$ cat src/inc/tcop_cfg.svh
// register offsets, field positions and reset values of the pulse block
`ifndef TCOP_CFG_SVH
`define TCOP_CFG_SVH
`define TCOP_OFS_CTRL      8'h00
`define TCOP_OFS_PSC       8'h04
`define TCOP_OFS_RATIO     8'h08
`define TCOP_OFS_LOAD      8'h0C
`define TCOP_OFS_CAPT      8'h10
`define TCOP_OFS_RLDC      8'h14
`define TCOP_OFS_ERLD      8'h18
`define TCOP_OFS_CEVT      8'h1C
`define TCOP_OFS_MEDG      8'h20
`define TCOP_OFS_CCLK      8'h24
`define TCOP_OFS_LIMIT     8'h28
`define TCOP_OFS_MCNT      8'h2C
`define TCOP_OFS_MCMP      8'h30
`define TCOP_OFS_STATUS    8'h34
`define TCOP_OFS_CLEAR     8'h38
`define TCOP_OFS_PT_START  8'h40
`define TCOP_OFS_PT_CLKSEL 8'h44
`define TCOP_OFS_OFS_CNT   8'h48
`define TCOP_OFS_ITV_CNT   8'h4C
`define TCOP_OFS_OFS_CMP0  8'h50
`define TCOP_OFS_ITV_CMP   8'h60
`define TCOP_OFS_CMPB_EN   8'h64
`define TCOP_OFS_DCNT_CTRL 8'h68
`define TCOP_OFS_DCNT0     8'h6C
`define TCOP_OFS_IRQ_SEL   8'h7C
`define TCOP_OFS_PULSES    8'h80
// control register fields
`define TCOP_CTRL_GEN_EN   0
`define TCOP_CTRL_LDSEL    1
`define TCOP_CTRL_B4_STOP  2
`define TCOP_CTRL_EVT_OUT  3
`define TCOP_CTRL_EDGE_LO  4
`define TCOP_CTRL_CB5_LO   6
// status fields
`define TCOP_ST_CAPT       0
`define TCOP_ST_MULT       1
`define TCOP_ST_CMPA_LO    8
`define TCOP_ST_CMPB       12
// reset values
`define TCOP_RST_CTRL      8'h00
`define TCOP_RST_PSC       8'h01
`define TCOP_RST_RATIO     32'h0000_0004
`define TCOP_RST_LIMIT     32'hFFFF_FFFF
`endif

$ cat src/inc/tcop_pkg.sv
// types shared by the pulse block modules
package tcop_pkg;
  typedef enum logic [1:0] {TCOP_EDGE_NONE, TCOP_EDGE_RISE,
                            TCOP_EDGE_FALL, TCOP_EDGE_BOTH} tcop_edge_t;
  typedef enum logic [1:0] {TCOP_CB5_LS, TCOP_CB5_CORR,
                            TCOP_CB5_MULT, TCOP_CB5_EVT} tcop_cb5_t;
  typedef enum logic [1:0] {TCOP_START_OFF, TCOP_START_CMPA,
                            TCOP_START_CMPB, TCOP_START_ANY} tcop_start_t;
  typedef enum logic [1:0] {TCOP_STOP_UFLOW, TCOP_STOP_CMPB,
                            TCOP_STOP_CMPA, TCOP_STOP_ANY} tcop_stop_t;
endpackage

$ cat src/inc/tcop_ch_if.sv
// one pulse channel: controls toward a down-counter and its state back
`timescale 1ns/100ps
interface tcop_ch_if #(parameter int CW = 32);
  logic          tick;
  logic          start;
  logic          stop;
  logic [CW-1:0] width;
  logic [CW-1:0] cnt;
  logic          pulse;
  modport ctl (output tick, output start, output stop, output width,
               input cnt, input pulse);
  modport ch (input tick, input start, input stop, input width,
              output cnt, output pulse);
endinterface

$ cat src/core/tcop_edge.sv
// programmable edge detector on the tooth input
`timescale 1ns/100ps
module tcop_edge
(
  input  wire logic       clk,
  input  wire logic       rst,
  input  wire logic       ce,
  input  wire logic       tooth_input,
  input  wire logic [1:0] edge_sel,
  output logic            edge_evt
);
  logic prev_q;
  logic rise;
  logic fall;

  // previous level of the tooth input
  always_ff @(posedge clk or posedge rst)
    if (rst)
      prev_q <= 1'b0;
    else if (ce)
      prev_q <= tooth_input;

  // edge selection
  assign rise = tooth_input & ~prev_q;
  assign fall = ~tooth_input & prev_q;
  always_comb
  begin
    case (tcop_pkg::tcop_edge_t'(edge_sel))
      tcop_pkg::TCOP_EDGE_RISE: edge_evt = ce & rise;
      tcop_pkg::TCOP_EDGE_FALL: edge_evt = ce & fall;
      tcop_pkg::TCOP_EDGE_BOTH: edge_evt = ce & (rise | fall);
      default:                  edge_evt = 1'b0;
    endcase
  end
endmodule

$ cat src/core/tcop_dcnt.sv
// one-shot down-counter channel
`timescale 1ns/100ps
module tcop_dcnt #(parameter int CW = 32)
(
  input  wire logic clk,
  input  wire logic rst,
  input  wire logic ce,
  tcop_ch_if.ch     ch
);
  logic [CW-1:0] cnt_q;
  logic          act_q;

  // load, decrement and underflow of the counter
  always_ff @(posedge clk or posedge rst)
    if (rst)
    begin
      cnt_q <= '0;
      act_q <= 1'b0;
    end
    else if (ce)
    begin
      if (ch.start)
      begin
        cnt_q <= ch.width;
        act_q <= 1'b1;
      end
      else if (act_q && ch.stop)
        act_q <= 1'b0;
      else if (act_q && ch.tick)
      begin
        if (cnt_q == '0)
          act_q <= 1'b0;
        else
          cnt_q <= cnt_q - 1'b1;
      end
    end

  assign ch.cnt   = cnt_q;
  assign ch.pulse = act_q;
endmodule

$ cat src/core/tcop_top.sv
// tooth-corrected multiplied clock with four one-shot pulse channels
`timescale 1ns/100ps
`include "tcop_cfg.svh"
module tcop_top #(parameter int CW = 32)
(
  input  wire logic        clk,
  input  wire logic        rst,
  input  wire logic        ce,
  input  wire logic        wb_cyc_i,
  input  wire logic        wb_stb_i,
  input  wire logic        wb_we_i,
  input  wire logic [7:0]  wb_adr_i,
  input  wire logic [3:0]  wb_sel_i,
  input  wire logic [31:0] wb_dat_i,
  output logic      [31:0] wb_dat_o,
  output logic             wb_ack_o,
  input  wire logic        tooth_input,
  output logic      [3:0]  pulse_outputs,
  output logic             cb5_tick,
  output logic             pulse_irq_line
);
  localparam int NCH = 4;

  if (CW < 8 || CW > 32)
  begin : g_bad_cw
    $error("tcop_top: counter width must be 8 to 32");
  end

  // byte-lane merge of a write into a register
  function automatic logic [31:0] wmask(input logic [31:0] old,
                                        input logic [31:0] nw,
                                        input logic [3:0]  sel);
    logic [31:0] r;
    r = old;
    for (int b = 0; b < 4; b++)
      if (sel[b])
        r[8*b +: 8] = nw[8*b +: 8];
    return r;
  endfunction

  // counter value widened to the bus
  function automatic logic [31:0] wide(input logic [CW-1:0] v);
    return 32'(v);
  endfunction

  logic          ack_q;
  logic [31:0]   rdat_q;
  logic [31:0]   rd_d;
  logic          wr;
  logic [7:0]    ctrl_q;
  logic [7:0]    psc_div_q;
  logic [7:0]    psc_cnt_q;
  logic [CW-1:0] ratio_q;
  logic [CW-1:0] load_q;
  logic [CW-1:0] capt_q;
  logic [CW-1:0] itv_q;
  logic [CW-1:0] rldc_q;
  logic [CW-1:0] erld_q;
  logic [CW-1:0] cevt_q;
  logic [CW-1:0] medg_q;
  logic [CW-1:0] cclk_q;
  logic [CW-1:0] limit_q;
  logic [CW-1:0] mcnt_q;
  logic [CW-1:0] mcmp_q;
  logic [12:0]   status_q;
  logic          pt_start_q;
  logic [2:0]    pt_clksel_q;
  logic [CW-1:0] ofs_cnt_q;
  logic [CW-1:0] itv_cnt_q;
  logic [CW-1:0] ofs_cmp_q [NCH];
  logic [CW-1:0] itv_cmp_q;
  logic          cmpb_en_q;
  logic [15:0]   dctl_q;
  logic [CW-1:0] dwid_q [NCH];
  logic [2:0]    irq_sel_q;
  logic          irq_q;
  logic          ls_tick;
  logic          edge_evt;
  logic          ext_evt;
  logic          gen_en;
  logic          mult_raw;
  logic          agck;
  logic          r4_hit;
  logic [CW-1:0] ld_src;
  logic          tick_ofs;
  logic          tick_itv;
  logic          tick_dn;
  logic [NCH-1:0] cmpa;
  logic          cmpb;
  logic [12:0]   st_set;
  logic [12:0]   st_clr;
  logic [CW-1:0] dcnt_val [NCH];

  tcop_ch_if #(.CW(CW)) chif [NCH] ();

  // classic wishbone: ack one cycle after the request, dropped next cycle
  always_ff @(posedge clk or posedge rst)
    if (rst)
      ack_q <= 1'b0;
    else if (ce)
      ack_q <= wb_cyc_i & wb_stb_i & ~ack_q;
  assign wb_ack_o = ack_q;
  assign wr = ce & wb_cyc_i & wb_stb_i & wb_we_i & ack_q;

  // control and configuration registers
  always_ff @(posedge clk or posedge rst)
    if (rst)
    begin
      ctrl_q      <= `TCOP_RST_CTRL;
      psc_div_q   <= `TCOP_RST_PSC;
      ratio_q     <= CW'(`TCOP_RST_RATIO);
      load_q      <= '0;
      limit_q     <= CW'(`TCOP_RST_LIMIT);
      mcmp_q      <= '0;
      pt_start_q  <= 1'b0;
      pt_clksel_q <= 3'h0;
      itv_cmp_q   <= '0;
      cmpb_en_q   <= 1'b0;
      dctl_q      <= 16'h0000;
      irq_sel_q   <= 3'h0;
      for (int i = 0; i < NCH; i++)
      begin
        ofs_cmp_q[i] <= '0;
        dwid_q[i]    <= '0;
      end
    end
    else if (wr)
    begin
      if (wb_adr_i == `TCOP_OFS_CTRL)
        ctrl_q <= 8'(wmask(32'(ctrl_q), wb_dat_i, wb_sel_i));
      else if (wb_adr_i == `TCOP_OFS_PSC)
        psc_div_q <= 8'(wmask(32'(psc_div_q), wb_dat_i, wb_sel_i));
      else if (wb_adr_i == `TCOP_OFS_RATIO)
        ratio_q <= CW'(wmask(wide(ratio_q), wb_dat_i, wb_sel_i));
      else if (wb_adr_i == `TCOP_OFS_LOAD)
        load_q <= CW'(wmask(wide(load_q), wb_dat_i, wb_sel_i));
      else if (wb_adr_i == `TCOP_OFS_LIMIT)
        limit_q <= CW'(wmask(wide(limit_q), wb_dat_i, wb_sel_i));
      else if (wb_adr_i == `TCOP_OFS_MCMP)
        mcmp_q <= CW'(wmask(wide(mcmp_q), wb_dat_i, wb_sel_i));
      else if (wb_adr_i == `TCOP_OFS_PT_START && wb_sel_i[0])
        pt_start_q <= wb_dat_i[0];
      else if (wb_adr_i == `TCOP_OFS_PT_CLKSEL && wb_sel_i[0])
        pt_clksel_q <= wb_dat_i[2:0];
      else if (wb_adr_i == `TCOP_OFS_ITV_CMP)
        itv_cmp_q <= CW'(wmask(wide(itv_cmp_q), wb_dat_i, wb_sel_i));
      else if (wb_adr_i == `TCOP_OFS_CMPB_EN && wb_sel_i[0])
        cmpb_en_q <= wb_dat_i[0];
      else if (wb_adr_i == `TCOP_OFS_DCNT_CTRL)
        dctl_q <= 16'(wmask(32'(dctl_q), wb_dat_i, wb_sel_i));
      else if (wb_adr_i == `TCOP_OFS_IRQ_SEL && wb_sel_i[0])
        irq_sel_q <= wb_dat_i[2:0];
      for (int i = 0; i < NCH; i++)
      begin
        if (wb_adr_i == 8'(`TCOP_OFS_OFS_CMP0 + 4*i))
          ofs_cmp_q[i] <= CW'(wmask(wide(ofs_cmp_q[i]), wb_dat_i, wb_sel_i));
        if (wb_adr_i == 8'(`TCOP_OFS_DCNT0 + 4*i))
          dwid_q[i] <= CW'(wmask(wide(dwid_q[i]), wb_dat_i, wb_sel_i));
      end
    end

  // low-speed clock prescaler, period is divider plus one
  always_ff @(posedge clk or posedge rst)
    if (rst)
      psc_cnt_q <= 8'h00;
    else if (ce)
      psc_cnt_q <= ls_tick ? 8'h00 : psc_cnt_q + 8'h01;
  assign ls_tick = ce & (psc_cnt_q >= psc_div_q);

  tcop_edge u_edge (
    .clk         (clk),
    .rst         (rst),
    .ce          (ce),
    .tooth_input (tooth_input),
    .edge_sel    (ctrl_q[`TCOP_CTRL_EDGE_LO +: 2]),
    .edge_evt    (edge_evt)
  );
  assign gen_en  = ctrl_q[`TCOP_CTRL_GEN_EN];
  assign ext_evt = edge_evt & ctrl_q[`TCOP_CTRL_EVT_OUT] & gen_en;

  // interval measurement between tooth edges
  always_ff @(posedge clk or posedge rst)
    if (rst)
    begin
      itv_q  <= '0;
      capt_q <= '0;
    end
    else if (edge_evt)
    begin
      capt_q <= itv_q;
      itv_q  <= '0;
    end
    else if (ls_tick)
      itv_q <= itv_q + 1'b1;

  assign ld_src = ctrl_q[`TCOP_CTRL_LDSEL] ? load_q : itv_q;

  // multiplied clock: ratio pulses per source interval
  always_ff @(posedge clk or posedge rst)
    if (rst)
    begin
      rldc_q <= '0;
      erld_q <= '0;
    end
    else if (ext_evt)
    begin
      rldc_q <= ld_src - ratio_q;
      erld_q <= ld_src;
    end
    else if (gen_en && ls_tick)
    begin
      if (erld_q <= ratio_q)
        erld_q <= erld_q + rldc_q;
      else
        erld_q <= erld_q - ratio_q;
    end
  assign mult_raw = gen_en & ls_tick & ~ext_evt & (erld_q <= ratio_q);

  // correction event and multiplied edge counters
  always_ff @(posedge clk or posedge rst)
    if (rst)
    begin
      cevt_q <= '0;
      medg_q <= '0;
    end
    else if (wr && wb_adr_i == `TCOP_OFS_CEVT)
      cevt_q <= CW'(wmask(wide(cevt_q), wb_dat_i, wb_sel_i));
    else if (ext_evt)
    begin
      medg_q <= cevt_q;
      cevt_q <= cevt_q + ratio_q;
    end
    else if (mult_raw &&
             !(ctrl_q[`TCOP_CTRL_B4_STOP] && medg_q == cevt_q))
      medg_q <= medg_q + 1'b1;

  assign r4_hit = ext_evt & (cevt_q == '0) & (cclk_q == limit_q);
  assign agck = gen_en & ls_tick & ~r4_hit & (cclk_q < medg_q) &
                (cclk_q < limit_q);

  // correction clock counter
  always_ff @(posedge clk or posedge rst)
    if (rst)
      cclk_q <= '0;
    else if (wr && wb_adr_i == `TCOP_OFS_CCLK)
      cclk_q <= CW'(wmask(wide(cclk_q), wb_dat_i, wb_sel_i));
    else if (r4_hit)
      cclk_q <= CW'(1);
    else if (agck)
      cclk_q <= cclk_q + 1'b1;

  // multiplied clock counter, counts in quarter teeth at ratio four
  always_ff @(posedge clk or posedge rst)
    if (rst)
      mcnt_q <= '0;
    else if (wr && wb_adr_i == `TCOP_OFS_MCNT)
      mcnt_q <= CW'(wmask(wide(mcnt_q), wb_dat_i, wb_sel_i));
    else if (agck)
      mcnt_q <= mcnt_q + 1'b1;

  always_comb
  begin
    case (tcop_pkg::tcop_cb5_t'(ctrl_q[`TCOP_CTRL_CB5_LO +: 2]))
      tcop_pkg::TCOP_CB5_CORR: cb5_tick = agck;
      tcop_pkg::TCOP_CB5_MULT: cb5_tick = mult_raw;
      tcop_pkg::TCOP_CB5_EVT:  cb5_tick = ext_evt;
      default:                 cb5_tick = ls_tick;
    endcase
  end

  assign tick_ofs = pt_start_q & (pt_clksel_q[0] ? cb5_tick : ls_tick);
  assign tick_itv = pt_start_q & (pt_clksel_q[1] ? cb5_tick : ls_tick);
  assign tick_dn  = pt_start_q & (pt_clksel_q[2] ? cb5_tick : ls_tick);

  // offset and interval counters of the pulse timer
  always_ff @(posedge clk or posedge rst)
    if (rst)
    begin
      ofs_cnt_q <= '0;
      itv_cnt_q <= '0;
    end
    else if (ce)
    begin
      if (wr && wb_adr_i == `TCOP_OFS_OFS_CNT)
        ofs_cnt_q <= CW'(wmask(wide(ofs_cnt_q), wb_dat_i, wb_sel_i));
      else if (tick_ofs)
        ofs_cnt_q <= ofs_cnt_q + 1'b1;
      if (wr && wb_adr_i == `TCOP_OFS_ITV_CNT)
        itv_cnt_q <= CW'(wmask(wide(itv_cnt_q), wb_dat_i, wb_sel_i));
      else if (tick_itv)
        itv_cnt_q <= itv_cnt_q + 1'b1;
    end

  assign cmpb = cmpb_en_q & tick_itv & (itv_cnt_q == itv_cmp_q);

  // per channel match A, start/stop selection and down-counter
  for (genvar i = 0; i < NCH; i++)
  begin : g_ch
    logic [1:0] ssel;
    logic [1:0] psel;
    assign cmpa[i] = tick_ofs & (ofs_cnt_q == ofs_cmp_q[i]);
    assign ssel    = dctl_q[4*i +: 2];
    assign psel    = dctl_q[4*i+2 +: 2];
    assign chif[i].start = (ssel == tcop_pkg::TCOP_START_CMPA & cmpa[i]) |
                           (ssel == tcop_pkg::TCOP_START_CMPB & cmpb) |
                           (ssel == tcop_pkg::TCOP_START_ANY &
                            (cmpa[i] | cmpb));
    assign chif[i].stop  = (psel == tcop_pkg::TCOP_STOP_CMPB & cmpb) |
                           (psel == tcop_pkg::TCOP_STOP_CMPA & cmpa[i]) |
                           (psel == tcop_pkg::TCOP_STOP_ANY &
                            (cmpa[i] | cmpb));
    assign chif[i].tick  = tick_dn;
    assign chif[i].width = dwid_q[i];
    // live count copied out so the read mux can index it procedurally
    assign dcnt_val[i] = chif[i].cnt;
    assign pulse_outputs[i] = chif[i].pulse;
    tcop_dcnt #(.CW(CW)) u_dcnt (
      .clk (clk),
      .rst (rst),
      .ce  (ce),
      .ch  (chif[i])
    );
  end

  // sticky flags: capture, multiplied match, match A per channel, match B
  always_comb
  begin
    st_set = 13'h0000;
    st_set[`TCOP_ST_CAPT] = edge_evt;
    st_set[`TCOP_ST_MULT] = gen_en & (mcnt_q == mcmp_q);
    st_set[`TCOP_ST_CMPA_LO +: NCH] = cmpa;
    st_set[`TCOP_ST_CMPB] = cmpb;
    st_clr = 13'h0000;
    if (wr && wb_adr_i == `TCOP_OFS_CLEAR)
      st_clr = 13'(wmask(32'h0000_0000, wb_dat_i, wb_sel_i));
  end

  always_ff @(posedge clk or posedge rst)
    if (rst)
      status_q <= 13'h0000;
    else if (ce)
      status_q <= (status_q & ~st_clr) | st_set;

  always_ff @(posedge clk or posedge rst)
    if (rst)
      irq_q <= 1'b0;
    else if (ce)
    begin
      if (irq_sel_q < 3'h4)
        irq_q <= status_q[`TCOP_ST_CMPA_LO + 32'(irq_sel_q[1:0])];
      else if (irq_sel_q == 3'h4)
        irq_q <= status_q[`TCOP_ST_CMPB];
      else if (irq_sel_q == 3'h5)
        irq_q <= status_q[`TCOP_ST_CAPT];
      else
        irq_q <= status_q[`TCOP_ST_MULT];
    end
  assign pulse_irq_line = irq_q;

  // read multiplexer, unmapped addresses read zero
  always_comb
  begin
    rd_d = 32'h0000_0000;
    if (wb_adr_i == `TCOP_OFS_CTRL)
      rd_d = 32'(ctrl_q);
    else if (wb_adr_i == `TCOP_OFS_PSC)
      rd_d = 32'(psc_div_q);
    else if (wb_adr_i == `TCOP_OFS_RATIO)
      rd_d = wide(ratio_q);
    else if (wb_adr_i == `TCOP_OFS_LOAD)
      rd_d = wide(load_q);
    else if (wb_adr_i == `TCOP_OFS_CAPT)
      rd_d = wide(capt_q);
    else if (wb_adr_i == `TCOP_OFS_RLDC)
      rd_d = wide(rldc_q);
    else if (wb_adr_i == `TCOP_OFS_ERLD)
      rd_d = wide(erld_q);
    else if (wb_adr_i == `TCOP_OFS_CEVT)
      rd_d = wide(cevt_q);
    else if (wb_adr_i == `TCOP_OFS_MEDG)
      rd_d = wide(medg_q);
    else if (wb_adr_i == `TCOP_OFS_CCLK)
      rd_d = wide(cclk_q);
    else if (wb_adr_i == `TCOP_OFS_LIMIT)
      rd_d = wide(limit_q);
    else if (wb_adr_i == `TCOP_OFS_MCNT)
      rd_d = wide(mcnt_q);
    else if (wb_adr_i == `TCOP_OFS_MCMP)
      rd_d = wide(mcmp_q);
    else if (wb_adr_i == `TCOP_OFS_STATUS)
      rd_d = 32'(status_q);
    else if (wb_adr_i == `TCOP_OFS_PT_START)
      rd_d = 32'(pt_start_q);
    else if (wb_adr_i == `TCOP_OFS_PT_CLKSEL)
      rd_d = 32'(pt_clksel_q);
    else if (wb_adr_i == `TCOP_OFS_OFS_CNT)
      rd_d = wide(ofs_cnt_q);
    else if (wb_adr_i == `TCOP_OFS_ITV_CNT)
      rd_d = wide(itv_cnt_q);
    else if (wb_adr_i == `TCOP_OFS_ITV_CMP)
      rd_d = wide(itv_cmp_q);
    else if (wb_adr_i == `TCOP_OFS_CMPB_EN)
      rd_d = 32'(cmpb_en_q);
    else if (wb_adr_i == `TCOP_OFS_DCNT_CTRL)
      rd_d = 32'(dctl_q);
    else if (wb_adr_i == `TCOP_OFS_IRQ_SEL)
      rd_d = 32'(irq_sel_q);
    else if (wb_adr_i == `TCOP_OFS_PULSES)
      rd_d = 32'(pulse_outputs);
    for (int i = 0; i < NCH; i++)
    begin
      if (wb_adr_i == 8'(`TCOP_OFS_OFS_CMP0 + 4*i))
        rd_d = wide(ofs_cmp_q[i]);
      if (wb_adr_i == 8'(`TCOP_OFS_DCNT0 + 4*i))
        rd_d = wide(dcnt_val[i]);
    end
  end

  // read data captured with the request, presented with ack
  always_ff @(posedge clk or posedge rst)
    if (rst)
      rdat_q <= 32'h0000_0000;
    else if (ce && wb_cyc_i && wb_stb_i && !ack_q)
      rdat_q <= rd_d;
  assign wb_dat_o = rdat_q;
endmodule

$ cat config.mk
export PLATFORM = sky130hd
export DESIGN_NAME = tcop_top
export DESIGN_NICKNAME = d
export VERILOG_FILES = /design/src/inc/tcop_pkg.sv /design/src/inc/tcop_ch_if.sv /design/src/core/tcop_edge.sv /design/src/core/tcop_dcnt.sv /design/src/core/tcop_top.sv
export VERILOG_INCLUDE_DIRS = /design/src /design/src/inc
export SDC_FILE = /design/constraint.sdc
export NUM_CORES = 2
export LEC_CHECK = 0
export BUFFER_PORTS_ARGS = -buffer_cell sky130_fd_sc_hd__buf_2
export CAP_MARGIN = 20
export CORE_MARGIN = 2
export CORE_UTILIZATION = 55
export CTS_BUF_LIST = sky130_fd_sc_hd__clkbuf_4 sky130_fd_sc_hd__clkbuf_8 sky130_fd_sc_hd__clkbuf_16
export DETAILED_ROUTE_END_ITERATION = 8
export PLACE_DENSITY = 0.81
export SYNTH_ARGS = -nofsm -noshare
export SYNTH_HDL_FRONTEND = slang
export SYNTH_SLANG_ARGS = --single-unit
$ cat constraint.sdc
create_clock -name clk -period 34.8 [get_ports clk]
set_input_delay 5.22 -clock clk [delete_from_list [all_inputs] [get_ports clk]]
set_output_delay 5.22 -clock clk [all_outputs]
set_load 0.01 [all_outputs]
Yosys cells after proc, flatten, opt, wreduce, memory -nomap -nowiden --
Cells that the tools add are included.
Word-level totals: register bits after elaboration 964, input port bits 51, output and inout port bits 39
Operators by class: add/subtract/negate cells 16, magnitude comparators 6, eq/ne operators 99, multiplexer cells 100, bitwise gates (word level) 97, reduce and logical (&&, ||, !) cells 141
Operator list (number):
- $mux 32 | 62
- $eq 32x32->1 | 8
- $add 32x1->32 const B | 6
- $logic_not 32->1 | 5
- $reduce_and 3->1 | 45
- $eq 8x7->1 const B | 16
- $sub 32x1->32 const B | 4
- $add 32x32->32 | 2
- $lt 32x32->1 | 2
- $sub 32x32->32 | 2
- $and 1x1->1 | 56
- $eq 8x6->1 const B | 7
- $ne 2x2->1 const B | 28
- $reduce_and 11->1 | 5
- $mux 8 | 6
- $eq 2x2->1 const B | 20
- $reduce_and 8->1 | 5
- $reduce_and 13->1 | 3
- $eq 8x5->1 const B | 4
- $le 32x32->1 | 1
- $mux 16 | 2
- $reduce_and 7->1 | 4
- $reduce_bool 3->1 | 9
- $reduce_and 2->1 | 13
- other kinds (29) | 144

Depth between registers and ports, before layout --
depth in word-level cells 32, gate-level depth with buffers 17

By module --
A second synthesis with hierarchy kept.
Unflattened totals: cells, all modules 6701, area total of the unflattened synthesis 60272.8 um2
By module, submodules not included:
- tcop_top | instances 1, cells an instance 5596, area each 51594.5 um2, seq. area each 20837.5 um2
- tcop_dcnt | instances 4, cells an instance 273, area each 2144.6 um2, seq. area each 825.8 um2
- tcop_edge | instances 1, cells an instance 13, area each 100.1 um2, seq. area each 25.0 um2

Least setup slack after synthesis --
OpenSTA, ideal clock, no wires.
kind input-to-output, start point input tooth_input, end point output cb5_tick, data arrival time 7392 ps, setup slack 22188 ps, cell stages on the path 10, buffers on the path 0, cell sequence inv_1 > ha_1 > and2_0 > o31ai_1 > nand3_1 > nor4bb_1 > or4_1 > a2111oi_1 > a31oi_1 > nor2_1
Between the ends: cells in the longest elaborated chain, start to end 14, elaborated cells between the ends (all ways) 20
Ends and longest elaborated chain:
- from (decl) | RTL line tcop_top.sv:17 | input wire logic tooth_input,
- $not 1->1 | RTL line tcop_edge.sv:25 | assign fall = ~tooth_input & prev_q;
- $and 1x1->1 | RTL line tcop_edge.sv:25
- $or 1x1->1 | RTL line tcop_edge.sv:31 | tcop_pkg::TCOP_EDGE_BOTH: edge_evt = ce & (rise | fall);
- $and 1x1->1 | RTL line tcop_edge.sv:31
- $pmux 1 s3 (*) | RTL line tcop_edge.sv:28 | case (tcop_pkg::tcop_edge_t'(edge_sel))
- $and 1x1->1 (*) (2 in a row) | RTL line tcop_top.sv:179 | assign ext_evt = edge_evt & ctrl_q[`TCOP_CTRL_EVT_OUT] & gen_en;
- $and 1x1->1 (2 in a row) | RTL line tcop_top.sv:237 | assign r4_hit = ext_evt & (cevt_q == '0) & (cclk_q == limit_q);
- $not 1->1 | RTL line tcop_top.sv:238 | assign agck = gen_en & ls_tick & ~r4_hit & (cclk_q < medg_q) &
- $and 1x1->1 (3 in a row) | RTL line tcop_top.sv:238
- $pmux 1 s3 (*) | RTL line tcop_top.sv:263 | case (tcop_pkg::tcop_cb5_t'(ctrl_q[`TCOP_CTRL_CB5_LO +: 2]))
- to (decl) | RTL line tcop_top.sv:19 | output logic cb5_tick,
Mark *: on every way between the ends. The rest lies on a longest branch, timed or not.

Final worst setup path --
Ends and elaborated chain as after synthesis.

==> results.sh <==
export IMPL_syn_area_um2=59100
export IMPL_ys_ff_latch=964
export IMPL_dieArea_um2=110000
export IMPL_cts_buffers_inserted=108
export IMPL_hold_viol=0
export IMPL_area_growth_syn_to_layout_pct=10.3
export IMPL_worst_setup_path_end_kind="output port"
export IMPL_clock_sinks=964
export IMPL_fillers=9015
export IMPL_grt_pass1_wl_um=375000
export IMPL_synthCells=6536
export IMPL_required_ps=29580
export IMPL_cts_tree="yes"
export IMPL_seq_area_um2=24200
export IMPL_clock_skew_ps=58.1
export IMPL_routabilityCongestion=1.08
export IMPL_die_y_um=332
export IMPL_fmax_mhz=68.0
export IMPL_grt_pass1_vias=52900
export IMPL_avgSynthCellArea_um2=9.04
export IMPL_synth_async_sr_flop_share_pct=100
export IMPL_rows=120
export IMPL_io_pins=90
export IMPL_post_cts_buffers=0
export IMPL_wire_per_inst_um=33.0
export IMPL_criticalPathCategory="input pin to output port"
export IMPL_cp_max_fo=38
export IMPL_drive_gt1_share_pct=14.6
export IMPL_worst_slew_pin_slew_ps=1350
export IMPL_grtUsageTotal_pct=46.8
export IMPL_utilization_pct=61.1
export IMPL_relSlewSlack_pct=10.3
export IMPL_pre_cts_ws_ps=20170
export IMPL_fin_crit_sh_pct=42.3
export IMPL_drtPass1Iterations=9
export IMPL_violations="DRC"
export IMPL_initial_core_util_pct=55.4
export IMPL_synthFlopType="dfrtp_1"
export IMPL_die_x_um=332
export IMPL_ant_nets=0
export IMPL_cts_root_buffer="clkbuf_16"
export IMPL_grt_max_degree=172
export IMPL_vias=57300
export IMPL_syn_num_nets=6800
export IMPL_setup_violations_final=0
export IMPL_multi_input_area_um2=33000
export IMPL_clk_latency_ps=770
export IMPL_hpwl_um=187000
export IMPL_viasPerCell=7.17
export IMPL_ys_warn_count=0
export IMPL_htree_levels=3
export IMPL_ys_seq_area_share_pct=40.9
export IMPL_drv_cap=0
export IMPL_setup_ws_ps=20100
export IMPL_post_cts_resized=0
export IMPL_irDropWorstVdd_mv=0.0415
export IMPL_setup_tns_ps=0
export IMPL_clk_pin_slew_ps=60
export IMPL_portBuffers=89
export IMPL_synth_edf_count=0
export IMPL_cp_arrival_ps=9480
export IMPL_cp_start_kind="input pin"
export IMPL_status="complete, but fails checks"
export IMPL_nNetsFinal=6717
export IMPL_synthDistinctLibCells=85
export IMPL_rsz0062_at_grt="no"
export IMPL_drtIter0Drc=10300
export IMPL_drv_slew=0
export IMPL_ctsHoldBuffers=0
export IMPL_power_density_nw_per_um2=40.1
export IMPL_p_leak_nw=30.7
export IMPL_overflow=0
export IMPL_fp_coreArea_um2=107000
export IMPL_drc_errors=12
export IMPL_period_minus_slack_ps=14700
export IMPL_hp_class="flop to flop"
export IMPL_wirelength_um=264000
export IMPL_antenna_found_initial=40
export IMPL_clk_path_buf_depth=3
-- metal layers --
| metal | up-vias | wire, um | track usage (%) | part of all wire [%] |
|---|---|---|---|---|
| li1 | 23700 | - | - | - |
| met1 | 27600 | 94500 | 58.9 | 36 |
| met2 | 4643 | 104000 | 64.0 | 39 |
| met3 | 1316 | 40700 | 19.8 | 15 |
| met4 | 28 | 24600 | 34.2 | 9.3 |
| met5 | - | 259 | 0.391 | 0.098 |
-- cells in the final DEF (no fill, tap or decap), types with 149 or more instances in the layout --
| cell | instances |
|---|---|
| dfrtp_1 | 930 |
| nand2_1 | 609 |
| a21oi_1 | 577 |
| nor2_1 | 526 |
| o21ai_0 | 481 |
| mux2_2 | 425 |
| xnor2_1 | 240 |
| xor2_1 | 236 |
| ha_1 | 209 |
| inv_1 | 180 |
| nand3_1 | 178 |
| nor3_1 | 149 |
-- where the power goes --
group	internal, mW	switching [mW]	leakage, nW
clock	0.808	0.532	2.05
combinational	0.0258	0.102	15.7
sequential	1.13	0.0127	12.9
total	1.97	0.646	30.7
-- worst paths after layout --
kind	to	slack, ps	start	cells past startpoint
max in group asynchronous	erld_q[28]	26980	rst	5
hold reg to reg	capt_q[6]	480	capt_q[6]	2
min in group asynchronous	mcnt_q[12]	4650	rst	2
hold / removal	capt_q[6]	480	capt_q[6]	2
setup reg to reg	g_ch[1].u_dcnt.ch.cnt[8]	28700	psc_div_q[0]	16
setup / recovery	cb5_tick	20100	tooth_input	13
-- logic make-up (layout without fill, tap and decap cells) --
| kind of cell | count (synthesis) | count (layout) | share of synthesized area, % |
|---|---|---|---|
| simple gates | 2053 | 2053 | 16.5 |
| compound gates | 1801 | 1801 | 18.7 |
| flops | 964 | 964 | 40.9 |
| buf+inv | 578 | 590 | 3.70 |
| xor+xnor | 476 | 476 | 7.06 |
| mux | 451 | 451 | 8.56 |
| fa+ha+maj | 213 | 213 | 4.56 |
| other cells | 0 | 34 | 0 |
-- final cells by class --
cell class | count | share of cell area [%]
diodes | 34 | 0.131
clock buffers | 147 | 4.77
clock inverters | 58 | 1.57
inverters | 181 | 1.05
multi-input cells | 4994 | 50.6
flip-flops and latches | 964 | 37.1
well taps | 1403 | 2.69
repair buffers | 204 | 2.12
-- Yosys cell counts (all sizes together), types with 28 or more instances --
master / number / area share (%)
a211oi: 28 / 0.36
a21o: 59 / 0.75
a21oi: 577 / 4.9
a221oi: 57 / 0.84
a222oi: 36 / 0.61
a22oi: 143 / 1.8
a31oi: 60 / 0.64
and3: 73 / 0.77
buf: 43 / 0.30
clkbuf: 354 / 2.2
dfrtp: 930 / 39
dfstp: 34 / 1.5
ha: 209 / 4.4
inv: 181 / 1.1
mux2: 425 / 8.1
nand2: 613 / 3.9
nand2b: 48 / 0.51
nand3: 179 / 1.5
nand4: 100 / 1.1
nor2: 541 / 3.4
nor3: 153 / 1.3
nor4: 120 / 1.3
o21ai: 483 / 4.1
o221ai: 41 / 0.61
o22ai: 99 / 1.0
or3: 82 / 0.89
xnor2: 240 / 3.6
xor2: 236 / 3.5
-- worst max-delay path, stage by stage --
cell and delay (ps):
buf_2 110, inv_1 50, ha_1 290, and2_0 150, o31ai_1 670, nand3_4 600, nor4bb_1 800, or4_1 240
a2111oi_1 80, clkbuf_2 230, a31oi_1 490, nor2_1 310, buf_2 230
-- through the flow --
step                      power (mW)  cell area (um^2)  hold WS (ps)  instances
final                           2.61             65200           481       7985
after global routing            2.65             65100           497       7954
after CTS                       2.60             65000           479       7942
after detailed placement        1.28             60800           460       7737
after global placement          1.28             60800           455       7735
after floorplan                 1.22             59100           441       6536
(Power assumes the default switching activity.)
